<file path="config.mk">
export PLATFORM = sky130hd
export DESIGN_NAME = bbi_input
export DESIGN_NICKNAME = d
export VERILOG_FILES = /design/src/hw/bbi_pkg.sv /design/src/hw/bbi_input.sv /design/src/hw/bbi_slot.sv
export SDC_FILE = /design/constraint.sdc
export NUM_CORES = 1
export LEC_CHECK = 0
export ABC_AREA = 1
export BUFFER_PORTS_ARGS = -buffer_cell sky130_fd_sc_hd__buf_2
export CORE_MARGIN = 5
export CORE_UTILIZATION = 40
export CTS_CLUSTER_DIAMETER = 80
export CTS_CLUSTER_SIZE = 40
export DETAILED_ROUTE_END_ITERATION = 8
export GPL_TIMING_DRIVEN = 0
export PLACE_DENSITY = 0.53
export SYNTH_ARGS = -nofsm -noshare
export SYNTH_HDL_FRONTEND = slang
export SYNTH_SLANG_ARGS = --single-unit
</file>
<file path="constraint.sdc">
create_clock -name i_ref_clk -period 4.4 [get_ports i_ref_clk]
set_clock_uncertainty 0.05 [all_clocks]
set_input_delay 0.22 -clock i_ref_clk [delete_from_list [all_inputs] [get_ports i_ref_clk]]
set_output_delay 0.22 -clock i_ref_clk [all_outputs]
set_load 0.02 [all_outputs]
</file>
<file path="src/hw/bbi_pkg.sv">
// constants shared by the baseband sample input stage
package bbi_pkg;
  // -----------------------------------------------------------------
  // register offsets
  // -----------------------------------------------------------------
  localparam logic [6:0] ADDR_I_DATA   = 7'h00;
  localparam logic [6:0] ADDR_Q_DATA   = 7'h01;
  localparam logic [6:0] ADDR_MAIN_CTL = 7'h0c;
  localparam logic [6:0] ADDR_SER_CTL  = 7'h11;
  localparam logic [6:0] ADDR_I_SLOT   = 7'h12;
  localparam logic [6:0] ADDR_Q_SLOT   = 7'h13;
  localparam logic [6:0] ADDR_SER_AUX  = 7'h17;
  // -----------------------------------------------------------------
  // field positions
  // -----------------------------------------------------------------
  localparam int MAIN_SW_TXEN   = 0;
  localparam int MAIN_TXEN_INDEP = 3;
  localparam int SER_MODE_BIT   = 15;
  localparam int SER_CLK_LSB    = 8;
  localparam int SER_LEN_LSB    = 2;
  localparam int SER_PORT_LSB   = 0;
  localparam int AUX_B2B_LSB    = 13;
  // -----------------------------------------------------------------
  // codes and reset values
  // -----------------------------------------------------------------
  localparam logic [5:0]  SCLK_MASTER  = 6'h00;
  localparam logic [5:0]  SCLK_32X     = 6'h3f;
  localparam logic [15:0] MIN_SCLK_PER = 16'h0002;
  localparam int          X32_SHIFT    = 5;
  localparam logic [15:0] CTL_RESET    = 16'h0000;
  localparam logic [9:0]  SLOT_RESET   = 10'h000;
endpackage

</file>
<file path="src/hw/bbi_input.sv">
// baseband sample input stage: serial port, holding registers, first slot
//
// The implementer's own choices: the address map and the plain strobed port.
`timescale 1ns/1ps
module bbi_input #(
  parameter int WORD_W = 16,
  parameter int SLOT_W = 10
) (
  // clock and reset
  input  wire logic              i_ref_clk,
  input  wire logic              i_rst,
  // register port
  input  wire logic [6:0]        i_addr,
  input  wire logic [15:0]       i_wr_data,
  input  wire logic              i_wr,
  input  wire logic              i_rd,
  output logic [15:0]            o_rd_data,
  // timing and enable
  input  wire logic              i_sample_start,
  input  wire logic              i_transmit_enable_pin,
  // serial link
  input  wire logic [3:0]        i_ser_data,
  output logic                   o_sclk,
  output logic                   o_frame,
  // fifo write side
  output logic                   o_push,
  output logic [WORD_W-1:0]      o_push_i,
  output logic [WORD_W-1:0]      o_push_q,
  // shaping filter side
  input  wire logic              i_filt_req,
  output logic                   o_filt_valid,
  output logic [WORD_W-1:0]      o_filt_i,
  output logic [WORD_W-1:0]      o_filt_q
);
  // -----------------------------------------------------------------
  // registers
  // -----------------------------------------------------------------
  logic [15:0]       main_ctl;
  logic [15:0]       ser_ctl;
  logic [15:0]       ser_aux;
  logic [SLOT_W-1:0] i_slot;
  logic [SLOT_W-1:0] q_slot;
  logic [WORD_W-1:0] hold_q;
  logic [15:0]       next_main_ctl;
  logic [15:0]       next_ser_ctl;
  logic [15:0]       next_ser_aux;
  logic [SLOT_W-1:0] next_i_slot;
  logic [SLOT_W-1:0] next_q_slot;
  logic [WORD_W-1:0] next_hold_q;
  logic [15:0]       next_rd_data;
  logic              serial_mode;
  logic              tx_en;
  logic [5:0]        sclk_sel;
  logic              b2b_ok;

  assign serial_mode = ser_ctl[bbi_pkg::SER_MODE_BIT];
  assign sclk_sel    = ser_ctl[bbi_pkg::SER_CLK_LSB +: 6];
  assign tx_en       = i_transmit_enable_pin
                       | main_ctl[bbi_pkg::MAIN_SW_TXEN];
  assign b2b_ok      = (sclk_sel == bbi_pkg::SCLK_32X)
                       && (&ser_aux[bbi_pkg::AUX_B2B_LSB +: 2]);

  // -----------------------------------------------------------------
  // first fifo location and filter feed
  // -----------------------------------------------------------------
  logic              par_push;
  logic              ser_push;
  logic [WORD_W-1:0] i_word;
  logic [WORD_W-1:0] q_word;
  logic              loc_valid;
  logic [WORD_W-1:0] loc_i;
  logic [WORD_W-1:0] loc_q;
  logic              next_loc_valid;
  logic [WORD_W-1:0] next_loc_i;
  logic [WORD_W-1:0] next_loc_q;
  logic              next_push;
  logic [WORD_W-1:0] next_push_i;
  logic [WORD_W-1:0] next_push_q;
  logic              next_filt_valid;
  logic [WORD_W-1:0] next_filt_i;
  logic [WORD_W-1:0] next_filt_q;

  assign par_push = i_wr && (i_addr == bbi_pkg::ADDR_I_DATA)
                    && !serial_mode;

  always_comb begin
    next_main_ctl = main_ctl;
    next_ser_ctl  = ser_ctl;
    next_ser_aux  = ser_aux;
    next_i_slot   = i_slot;
    next_q_slot   = q_slot;
    next_hold_q   = hold_q;
    next_rd_data  = 16'h0000;
    if (i_wr) begin
      if (i_addr == bbi_pkg::ADDR_Q_DATA) begin
        next_hold_q = i_wr_data;
      end else if (i_addr == bbi_pkg::ADDR_MAIN_CTL) begin
        next_main_ctl = i_wr_data;
      end else if (i_addr == bbi_pkg::ADDR_SER_CTL) begin
        next_ser_ctl = i_wr_data;
      end else if (i_addr == bbi_pkg::ADDR_I_SLOT) begin
        next_i_slot = i_wr_data[SLOT_W-1:0];
      end else if (i_addr == bbi_pkg::ADDR_Q_SLOT) begin
        next_q_slot = i_wr_data[SLOT_W-1:0];
      end else if (i_addr == bbi_pkg::ADDR_SER_AUX) begin
        next_ser_aux = i_wr_data;
      end
    end
    if (i_rd) begin
      if (i_addr == bbi_pkg::ADDR_I_DATA) begin
        next_rd_data = loc_i;
      end else if (i_addr == bbi_pkg::ADDR_Q_DATA) begin
        next_rd_data = loc_q;
      end else if (i_addr == bbi_pkg::ADDR_MAIN_CTL) begin
        next_rd_data = main_ctl;
      end else if (i_addr == bbi_pkg::ADDR_SER_CTL) begin
        next_rd_data = ser_ctl;
      end else if (i_addr == bbi_pkg::ADDR_I_SLOT) begin
        next_rd_data = 16'(i_slot);
      end else if (i_addr == bbi_pkg::ADDR_Q_SLOT) begin
        next_rd_data = 16'(q_slot);
      end else if (i_addr == bbi_pkg::ADDR_SER_AUX) begin
        next_rd_data = ser_aux;
      end
    end
  end

  always_comb begin
    next_push       = 1'b0;
    next_push_i     = o_push_i;
    next_push_q     = o_push_q;
    next_loc_valid  = loc_valid;
    next_loc_i      = loc_i;
    next_loc_q      = loc_q;
    next_filt_valid = 1'b0;
    next_filt_i     = o_filt_i;
    next_filt_q     = o_filt_q;
    if (i_filt_req) begin
      next_filt_valid = 1'b1;
      // an empty location feeds zeros rather than stale data
      next_filt_i     = loc_valid ? loc_i : '0;
      next_filt_q     = loc_valid ? loc_q : '0;
      next_loc_valid  = 1'b0;
    end
    // a push in the drain cycle wins, so no pair is lost
    if (par_push) begin
      next_push      = 1'b1;
      next_push_i    = i_wr_data;
      next_push_q    = hold_q;
      next_loc_valid = 1'b1;
      next_loc_i     = i_wr_data;
      next_loc_q     = hold_q;
    end else if (ser_push) begin
      next_push      = 1'b1;
      next_push_i    = i_word;
      next_push_q    = q_word;
      next_loc_valid = 1'b1;
      next_loc_i     = i_word;
      next_loc_q     = q_word;
    end
  end

  // -----------------------------------------------------------------
  // serial clock divider
  // -----------------------------------------------------------------
  logic [15:0] div_cnt;
  logic [15:0] samp_cnt;
  logic [15:0] samp_per;
  logic [15:0] period;
  logic [15:0] x32_per;
  logic        tick;
  logic [15:0] next_div_cnt;
  logic [15:0] next_samp_cnt;
  logic [15:0] next_samp_per;
  logic        next_sclk;

  always_comb begin
    x32_per = samp_per >> bbi_pkg::X32_SHIFT;
    if (sclk_sel == bbi_pkg::SCLK_MASTER) begin
      period = bbi_pkg::MIN_SCLK_PER;
    end else if (sclk_sel == bbi_pkg::SCLK_32X) begin
      period = (x32_per < bbi_pkg::MIN_SCLK_PER) ?
               bbi_pkg::MIN_SCLK_PER : x32_per;
    end else begin
      period = {9'h000, sclk_sel, 1'b0};
    end
    tick          = (div_cnt >= period - 16'h0001);
    next_div_cnt  = tick ? 16'h0000 : div_cnt + 16'h0001;
    next_sclk     = (next_div_cnt < (period >> 1));
    next_samp_cnt = i_sample_start ? 16'h0000 : samp_cnt + 16'h0001;
    next_samp_per = i_sample_start ? samp_cnt + 16'h0001 : samp_per;
  end

  // -----------------------------------------------------------------
  // frame sequencing
  // -----------------------------------------------------------------
  logic pend;
  logic busy;
  logic i_got;
  logic q_got;
  logic i_done;
  logic q_done;
  logic start;
  logic ser_bit;
  logic next_pend;
  logic next_busy;
  logic next_frame;
  logic next_i_got;
  logic next_q_got;
  logic run_ok;

  assign ser_bit = i_ser_data[ser_ctl[bbi_pkg::SER_PORT_LSB +: 2]];
  assign run_ok  = tx_en || main_ctl[bbi_pkg::MAIN_TXEN_INDEP];
  assign start   = tick && pend;
  assign ser_push = serial_mode && (i_got || i_done) && (q_got || q_done)
                    && busy;

  always_comb begin
    next_pend  = pend;
    next_busy  = busy;
    next_frame = o_frame;
    next_i_got = i_got | i_done;
    next_q_got = q_got | q_done;
    if (i_sample_start && serial_mode && run_ok && (!busy || b2b_ok)) begin
      next_pend = 1'b1;
    end
    if (tick) begin
      next_frame = 1'b0;
    end
    if (start) begin
      next_pend  = 1'b0;
      next_busy  = 1'b1;
      next_frame = tx_en;
      next_i_got = 1'b0;
      next_q_got = 1'b0;
    end else if (ser_push) begin
      next_busy  = 1'b0;
      next_i_got = 1'b0;
      next_q_got = 1'b0;
    end
    if (!serial_mode) begin
      next_pend = 1'b0;
      next_busy = 1'b0;
    end
  end

  bbi_slot #(.SLOT_W(SLOT_W), .WORD_W(WORD_W)) u_slot_i (
    .i_ref_clk  (i_ref_clk),
    .i_rst      (i_rst),
    .i_tick     (tick),
    .i_start    (start),
    .i_slot     (i_slot),
    .i_len_code (ser_ctl[bbi_pkg::SER_LEN_LSB +: 2]),
    .i_bit      (ser_bit),
    .o_done     (i_done),
    .o_word     (i_word)
  );

  bbi_slot #(.SLOT_W(SLOT_W), .WORD_W(WORD_W)) u_slot_q (
    .i_ref_clk  (i_ref_clk),
    .i_rst      (i_rst),
    .i_tick     (tick),
    .i_start    (start),
    .i_slot     (q_slot),
    .i_len_code (ser_ctl[bbi_pkg::SER_LEN_LSB +: 2]),
    .i_bit      (ser_bit),
    .o_done     (q_done),
    .o_word     (q_word)
  );

  // -----------------------------------------------------------------
  // state registers
  // -----------------------------------------------------------------
  always_ff @(posedge i_ref_clk) begin
    if (i_rst) begin
      main_ctl     <= bbi_pkg::CTL_RESET;
      ser_ctl      <= bbi_pkg::CTL_RESET;
      ser_aux      <= bbi_pkg::CTL_RESET;
      i_slot       <= bbi_pkg::SLOT_RESET;
      q_slot       <= bbi_pkg::SLOT_RESET;
      hold_q       <= '0;
      o_rd_data    <= 16'h0000;
      o_push       <= 1'b0;
      o_push_i     <= '0;
      o_push_q     <= '0;
      loc_valid    <= 1'b0;
      loc_i        <= '0;
      loc_q        <= '0;
      o_filt_valid <= 1'b0;
      o_filt_i     <= '0;
      o_filt_q     <= '0;
      div_cnt      <= 16'h0000;
      samp_cnt     <= 16'h0000;
      samp_per     <= 16'h0000;
      o_sclk       <= 1'b0;
      pend         <= 1'b0;
      busy         <= 1'b0;
      o_frame      <= 1'b0;
      i_got        <= 1'b0;
      q_got        <= 1'b0;
    end else begin
      main_ctl     <= next_main_ctl;
      ser_ctl      <= next_ser_ctl;
      ser_aux      <= next_ser_aux;
      i_slot       <= next_i_slot;
      q_slot       <= next_q_slot;
      hold_q       <= next_hold_q;
      o_rd_data    <= next_rd_data;
      o_push       <= next_push;
      o_push_i     <= next_push_i;
      o_push_q     <= next_push_q;
      loc_valid    <= next_loc_valid;
      loc_i        <= next_loc_i;
      loc_q        <= next_loc_q;
      o_filt_valid <= next_filt_valid;
      o_filt_i     <= next_filt_i;
      o_filt_q     <= next_filt_q;
      div_cnt      <= next_div_cnt;
      samp_cnt     <= next_samp_cnt;
      samp_per     <= next_samp_per;
      o_sclk       <= next_sclk;
      pend         <= next_pend;
      busy         <= next_busy;
      o_frame      <= next_frame;
      i_got        <= next_i_got;
      q_got        <= next_q_got;
    end
  end
endmodule

</file>
<file path="src/hw/bbi_slot.sv">
// one time-slot counter with its serial-to-parallel shifter
`timescale 1ns/1ps
module bbi_slot #(
  parameter int SLOT_W = 10,
  parameter int WORD_W = 16
) (
  // clock and reset
  input  wire logic              i_ref_clk,
  input  wire logic              i_rst,
  // serial timing
  input  wire logic              i_tick,
  input  wire logic              i_start,
  input  wire logic [SLOT_W-1:0] i_slot,
  input  wire logic [1:0]        i_len_code,
  input  wire logic              i_bit,
  // captured word
  output logic                   o_done,
  output logic [WORD_W-1:0]      o_word
);
  logic              active;
  logic [SLOT_W-1:0] cnt;
  logic [WORD_W-1:0] shift;
  logic              next_active;
  logic [SLOT_W-1:0] next_cnt;
  logic [WORD_W-1:0] next_shift;
  logic              next_done;
  logic [WORD_W-1:0] next_word;
  logic [SLOT_W:0]   len;
  logic [SLOT_W-1:0] c;

  always_comb begin
    next_active = active;
    next_cnt    = cnt;
    next_shift  = shift;
    next_done   = 1'b0;
    next_word   = o_word;
    len         = (SLOT_W+1)'({i_len_code, 2'b00}) + (SLOT_W+1)'(4);
    c           = cnt + SLOT_W'(1);
    if (i_start) begin
      next_active = 1'b1;
      next_cnt    = '0;
      next_shift  = '0;
    end else if (i_tick && active) begin
      next_cnt = c;
      // bits inside the window (slot-len, slot] belong to this word
      if (({1'b0, c} + len) > {1'b0, i_slot}) begin
        next_shift = {shift[WORD_W-2:0], i_bit};
      end
      if (c == i_slot) begin
        next_active = 1'b0;
        next_done   = 1'b1;
        // left justify the received word to the msb
        next_word   = {shift[WORD_W-2:0], i_bit}
                      << (WORD_W'(12) - WORD_W'({i_len_code, 2'b00}));
      end
    end
  end

  always_ff @(posedge i_ref_clk) begin
    if (i_rst) begin
      active <= 1'b0;
      cnt    <= '0;
      shift  <= '0;
      o_done <= 1'b0;
      o_word <= '0;
    end else begin
      active <= next_active;
      cnt    <= next_cnt;
      shift  <= next_shift;
      o_done <= next_done;
      o_word <= next_word;
    end
  end
endmodule

</file>
**Word level (Yosys, flattened, before mapping)**

Cells that the tools add are included.
Widths: inputs -> output; s select.

- Register bits: 307
- Bits in latches: 0
- RAM bits: 0
- Bits in read-only memories: 0
- Input port bits: 34
- Word-level logic and storage cells: 158
- Memories: 0

- $add $sub $neg: 9
- Multipliers: 0
- Div/mod/pow operators: 0
- Magnitude comparators: 6
- Equality and inequality tests: 9
- Shift-type cells: 2
- Multiplexer cells: 37
- Bitwise gates (word level): 13
- Reductions and logical operators: 49

Operators with widths:

| operator | count |
|---|---|
| $mux 16 | 14 |
| $mux 11 | 3 |
| $add 16x1->16 const B | 2 |
| $shl 16x16->16 | 2 |
| $eq 7x5->1 const B | 4 |
| $add 10x11->11 | 2 |
| $gt 11x10->1 | 2 |
| $add 10x1->10 const B | 2 |
| $eq 10x10->1 | 2 |
| $mux 1 | 19 |
| $ge 16x16->1 | 1 |
| $lt 16x15->1 | 1 |
| $sub 16x1->16 const B | 1 |
| $reduce_bool 2->1 | 7 |
| $logic_and 1x1->1 | 12 |
| $reduce_and 2->1 | 6 |
| $reduce_or 3->1 | 4 |
| $lt 11x2->1 const B | 1 |
| $not 1->1 | 10 |
| $reduce_and 3->1 | 3 |
| $reduce_or 2->1 | 4 |
| $eq 7x1->1 const B | 1 |
| $eq 7x4->1 const B | 1 |
| $logic_not 7->1 | 1 |
| other kinds (14) | 20 |

**Depth between registers and ports, before layout**

- Word-level depth: 9
- Gate-level depth with buffers: 33

**Hierarchy**

Synthesis repeated with hierarchy kept, for this count alone.

- Cell total of the unflattened synthesis: 2193
- Area total of the unflattened synthesis: 15448.6 sq um

By module, submodules not included:

| module | instances | cells each | area each (sq um) | sequential area each (sq um) |
|---|---|---|---|---|
| bbi_input | 1 | 1284 | 9509.1 | 4324.1 |
| bbi_slot at u_slot_i | 1 | 465 | 3060.4 | 860.8 |
| bbi_slot at u_slot_q | 1 | 444 | 2879.0 | 860.8 |

**Least setup slack after synthesis**

No wires, ideal clock.

- Path type: register -> register
- Start point: register ser_ctl[10]
- End point: register o_sclk
- Setup time: 0.070 ns
- Arrival: 3.886 ns
- Data required time: 4.280 ns
- Path slack: 0.394 ns
- Cell stages (with the launch flop): 28
- Buffers on the path: 2
- Clock period less this slack: 4.006 ns
- Path through: dfxtp_1 > inv_2 > nor3_1 > nand3_2 > inv_1 > a21oi_1 > nor2_1 > nand3_1 > or2_1 > nor2_1 > xor2_1 > ha_1 > nand2_1 > nand2_1 > nand2_1 > a21oi_1 > nor2_1 > and2_4 > buf_2 > clkinv_1 > clkbuf_1 > nor2_1 > ha_1 > a21oi_1 > nor2_1 > a211oi_1 > nand2_1 > a21oi_1

- Longest elaborated chain between the ends: 7
- Elaborated cells on any way between the ends: 8
- Classes of those cells: 1 x add/sub; 2 x order compare; 1 x eq/ne; 3 x mux; 1 x reduce/logical

RTL lines:

| what | line | text |
|---|---|---|
| from (decl) | bbi_input.sv:39 | `logic [15:0] ser_ctl;` |
| from (signal assigned) | bbi_input.sv:277 | `ser_ctl <= bbi_pkg::CTL_RESET;` |
| from (signal assigned) | bbi_input.sv:303 | `ser_ctl <= next_ser_ctl;` |
| $eq 6x6->1 | bbi_input.sv:181 | `end else if (sclk_sel == bbi_pkg::SCLK_32X) begin` |
| $mux 11 | bbi_input.sv:181 |  |
| $mux 11 * | bbi_input.sv:179 | `if (sclk_sel == bbi_pkg::SCLK_MASTER) begin` |
| $sub 16x1->16 * | bbi_input.sv:187 | `tick = (div_cnt >= period - 16'h0001);` |
| $ge 16x16->1 * | bbi_input.sv:187 |  |
| $mux 16 * | bbi_input.sv:188 | `next_div_cnt = tick ? 16'h0000 : div_cnt + 16'h0001;` |
| net next_div_cnt[5] | bbi_input.sv:172 | `logic [15:0] next_div_cnt;` |
| $lt 16x15->1 * | bbi_input.sv:189 | `next_sclk = (next_div_cnt < (period >> 1));` |
| to (signal assigned) | bbi_input.sv:321 | `o_sclk <= next_sclk;` |
| to (decl) | bbi_input.sv:23 | `output logic o_sclk,` |

Mark *: on every way through the listed nets, which the timed path passes. The rest lies on a longest branch.
A chain may end at the register's enable or synchronous reset.

**Worst setup path after layout**

Same ends and word-level chain as after synthesis.

==> impl_metrics.yaml <==
cts:
  clockBufferDepth: 3
  cts_made_buffers: 19
  cts_max_level: 1
  clockRootBuffer: "clkbuf_16"
  clk_pin_slew_worst_paths_ps: 120
  insertion_delay_ps: 540
  cts_tree: "built"
  clock_sinks: 302
power_and_ir_drop:
  p_leak_nw: 6.39
  ir_drop_v: 0.000227
  p_per_area_mw_per_mm2: 305
  p_total_mw: 5.07
final_layout:
  area_growth_pct: 14.7
  layout_commonest_cell: "nand2_1"
  final_cell_area_mm2: 0.0166
  nNetsFinal: 2224
  diodes: 0
  final_layout_size_suffix_gt1_share_pct: 12.3
  post-route-util_pct: 46.6
  final_cell_mix: "437 x nand2_1, 296 x dfxtp_1, 204 x a21oi_1, 168 x inv_1, 144 x nor2_1"
die:
  core_mm2: 0.0357
  num_rows: 69
  dieArea_mm2: 0.0402
  die_x_um: 200
  initial_utilization_pct: 40.7
  ios: 118
  die_h_um: 200
global_routing:
  grt_antenna_before_repair: 0
  grt_max_degree: 32
  grt_pass1_wl_um: 73900
  track_usage_pct: 22.5
  overflow: 0
  grt_pass1_vias: 13000
setup_path:
  critPathMaxStageDelay_ps: 370
  cp.required_ps: 4820
  cp_top_family: "simple AND/OR/NAND/NOR gates"
  path_max_fanout: 18
  critPathBufInv: 5
  crit_path_start_kind: "flop"
  critical_path_arrival_ps: 4510
  worstSetupEndpointType: "flop"
  crit_type: "flop to flop"
  path_common_cell: "nand2_1"
  cpMaxStageDelayCell: "dfxtp_2"
logic_synthesis:
  ys_ff_latch: 302
  synthFlopType: "dfxtp_1"
  ys_seq_area_share_pct: 41.7
  ys.warnings.count: 0
  syn-instance-count: 1975
  ys_types: 55
  synth-edff-count: 0
  syn_area_mm2: 0.0145
  avgSynthCellArea_um2: 7.34
  async_flop_share_pct: 0
sta:
  worst_slew_pin_slew_ps: 1170
  holdWs_ps: 6.41
  finalHoldViolations: 0
  relSlewSlack_pct: 21.2
  post-route-period-util_pct: 93.1
  period_minus_slack_ps: 4100
  final-setup-viol-count: 0
  final_max_slew_viol_count: 0
  max_clock_freq_mhz: 244
  fin_ws_ps: 304
hold_path:
  hp-class: "input pin to flop"
flow_run:
  maxCapViolations: 0
placement:
  io_buffer_count: 114
  gp_congestion: 0.888
  dpl_worst_slack_ps: -737
  placed_area_mm2: 0.0157
  post-dp-hpwl_um: 36700
drt:
  dr.pass1.iters: 5
  drt-total-wl_um: 47100
  routed_via_density: 5.24
  drt.antenna.violating_nets: 0
  drc: 0
  post_drt_wl_per_cell_um: 18.1
  drt_iter0_drc: 869
  vias: 13600
outcome:
  outcome: "finished clean"
-- report_power, final --
group / total, mW / internal, mW / leakage, nW / switching [mW]
registers: 2.75 / 2.74 / 2.44 / 0.00742
clock network: 2.06 / 0.954 / 0.332 / 1.11
logic: 0.262 / 0.0716 / 3.62 / 0.190
-- cell families (layout without fill, tap and decap cells) --
family | count (synthesis) | after routing | share of synthesized area (%)
simple gates | 827 | 827 | 24.8
mux | 1 | 1 | 0.0690
flops | 302 | 302 | 41.7
other cells | 1 | 3 | 0.0259
fa+ha+maj | 59 | 59 | 5.19
xor+xnor | 51 | 51 | 3.52
buf+inv | 282 | 448 | 7.63
compound gates | 452 | 452 | 17.1
-- synth_stat cells, types with 12 or more instances --
| master | number | share of area [%] |
|---|---|---|
| nand3_2 | 13 | 0.90 |
| clkbuf_1 | 76 | 2.0 |
| dfxtp_1 | 302 | 42 |
| xnor2_1 | 12 | 0.72 |
| ha_1 | 57 | 4.9 |
| nand4_1 | 24 | 1.0 |
| a31oi_1 | 40 | 1.7 |
| xor2_1 | 35 | 2.1 |
| a21oi_1 | 206 | 7.1 |
| nand2_1 | 437 | 11 |
| o21ai_0 | 140 | 4.8 |
| inv_1 | 170 | 4.4 |
| nor2_1 | 148 | 3.8 |
| nor3_1 | 40 | 1.4 |
| nand3_1 | 126 | 4.3 |
-- state kept, by name, indices dropped and copies added, names as in the netlist, 11 cells and up --
signal,cells
loc_q,16
ser_ctl,16
u_slot_i.o_word,16
u_slot_q.shift,15
o_filt_i,16
loc_i,16
ser_aux,16
u_slot_q.o_word,16
hold_q,16
main_ctl,16
u_slot_i.shift,15
samp_cnt,16
o_rd_data,16
samp_per,11
o_filt_q,16
div_cnt,16
-- worst min-delay path: stages --
cell and delay [ps]:
buf_2 170, nand3_1 110, a21oi_1 60
-- what timing repair did --
action	CTS	global route
pin swaps	3	6
gates resized for setup	11	30
buffers inserted	4	8
hold buffers	9	0
endpoints found under the hold margin	21	0
setup endpoints to repair	82	89
-- area by class of cell --
cell class                      count  area (µm²)
Buffer                             98         434
Clock buffer                       21         503
Clock inverter                     12         168
Fill cell                        3658       19000
Inverter                          182         691
Multi-Input combinational cell   1393        7450
Sequential cell                   302        6060
Tap cell                          461         577
Timing Repair Buffer              135         751
-- metrics by stage --
step,setup TNS [ps],std cells
finish,0,2604
global route,-14.0,2604
CTS,0,2597
detailed placement,-17430,2552
global placement,-10720,2552
floorplan,0,1977
-- worst paths after layout --
check / startpoint / slack [ps] / cells past startpoint / end
hold / removal: i_wr / 6 / 3 / hold_q[15]
hold reg to reg: ser_ctl[6] / 410 / 2 / ser_ctl[6]
setup reg to reg: ser_ctl[10] / 300 / 27 / o_sclk
setup / recovery: ser_ctl[10] / 300 / 27 / o_sclk
-- metal layers --
layer	GRT usage, %	part of all wire [%]
met1	31.7	47
met2	37.6	46
met3	2.49	4.5
met4	4.94	2.2
met5	0	0
Note: power is estimated with default switching activity, not from simulation.
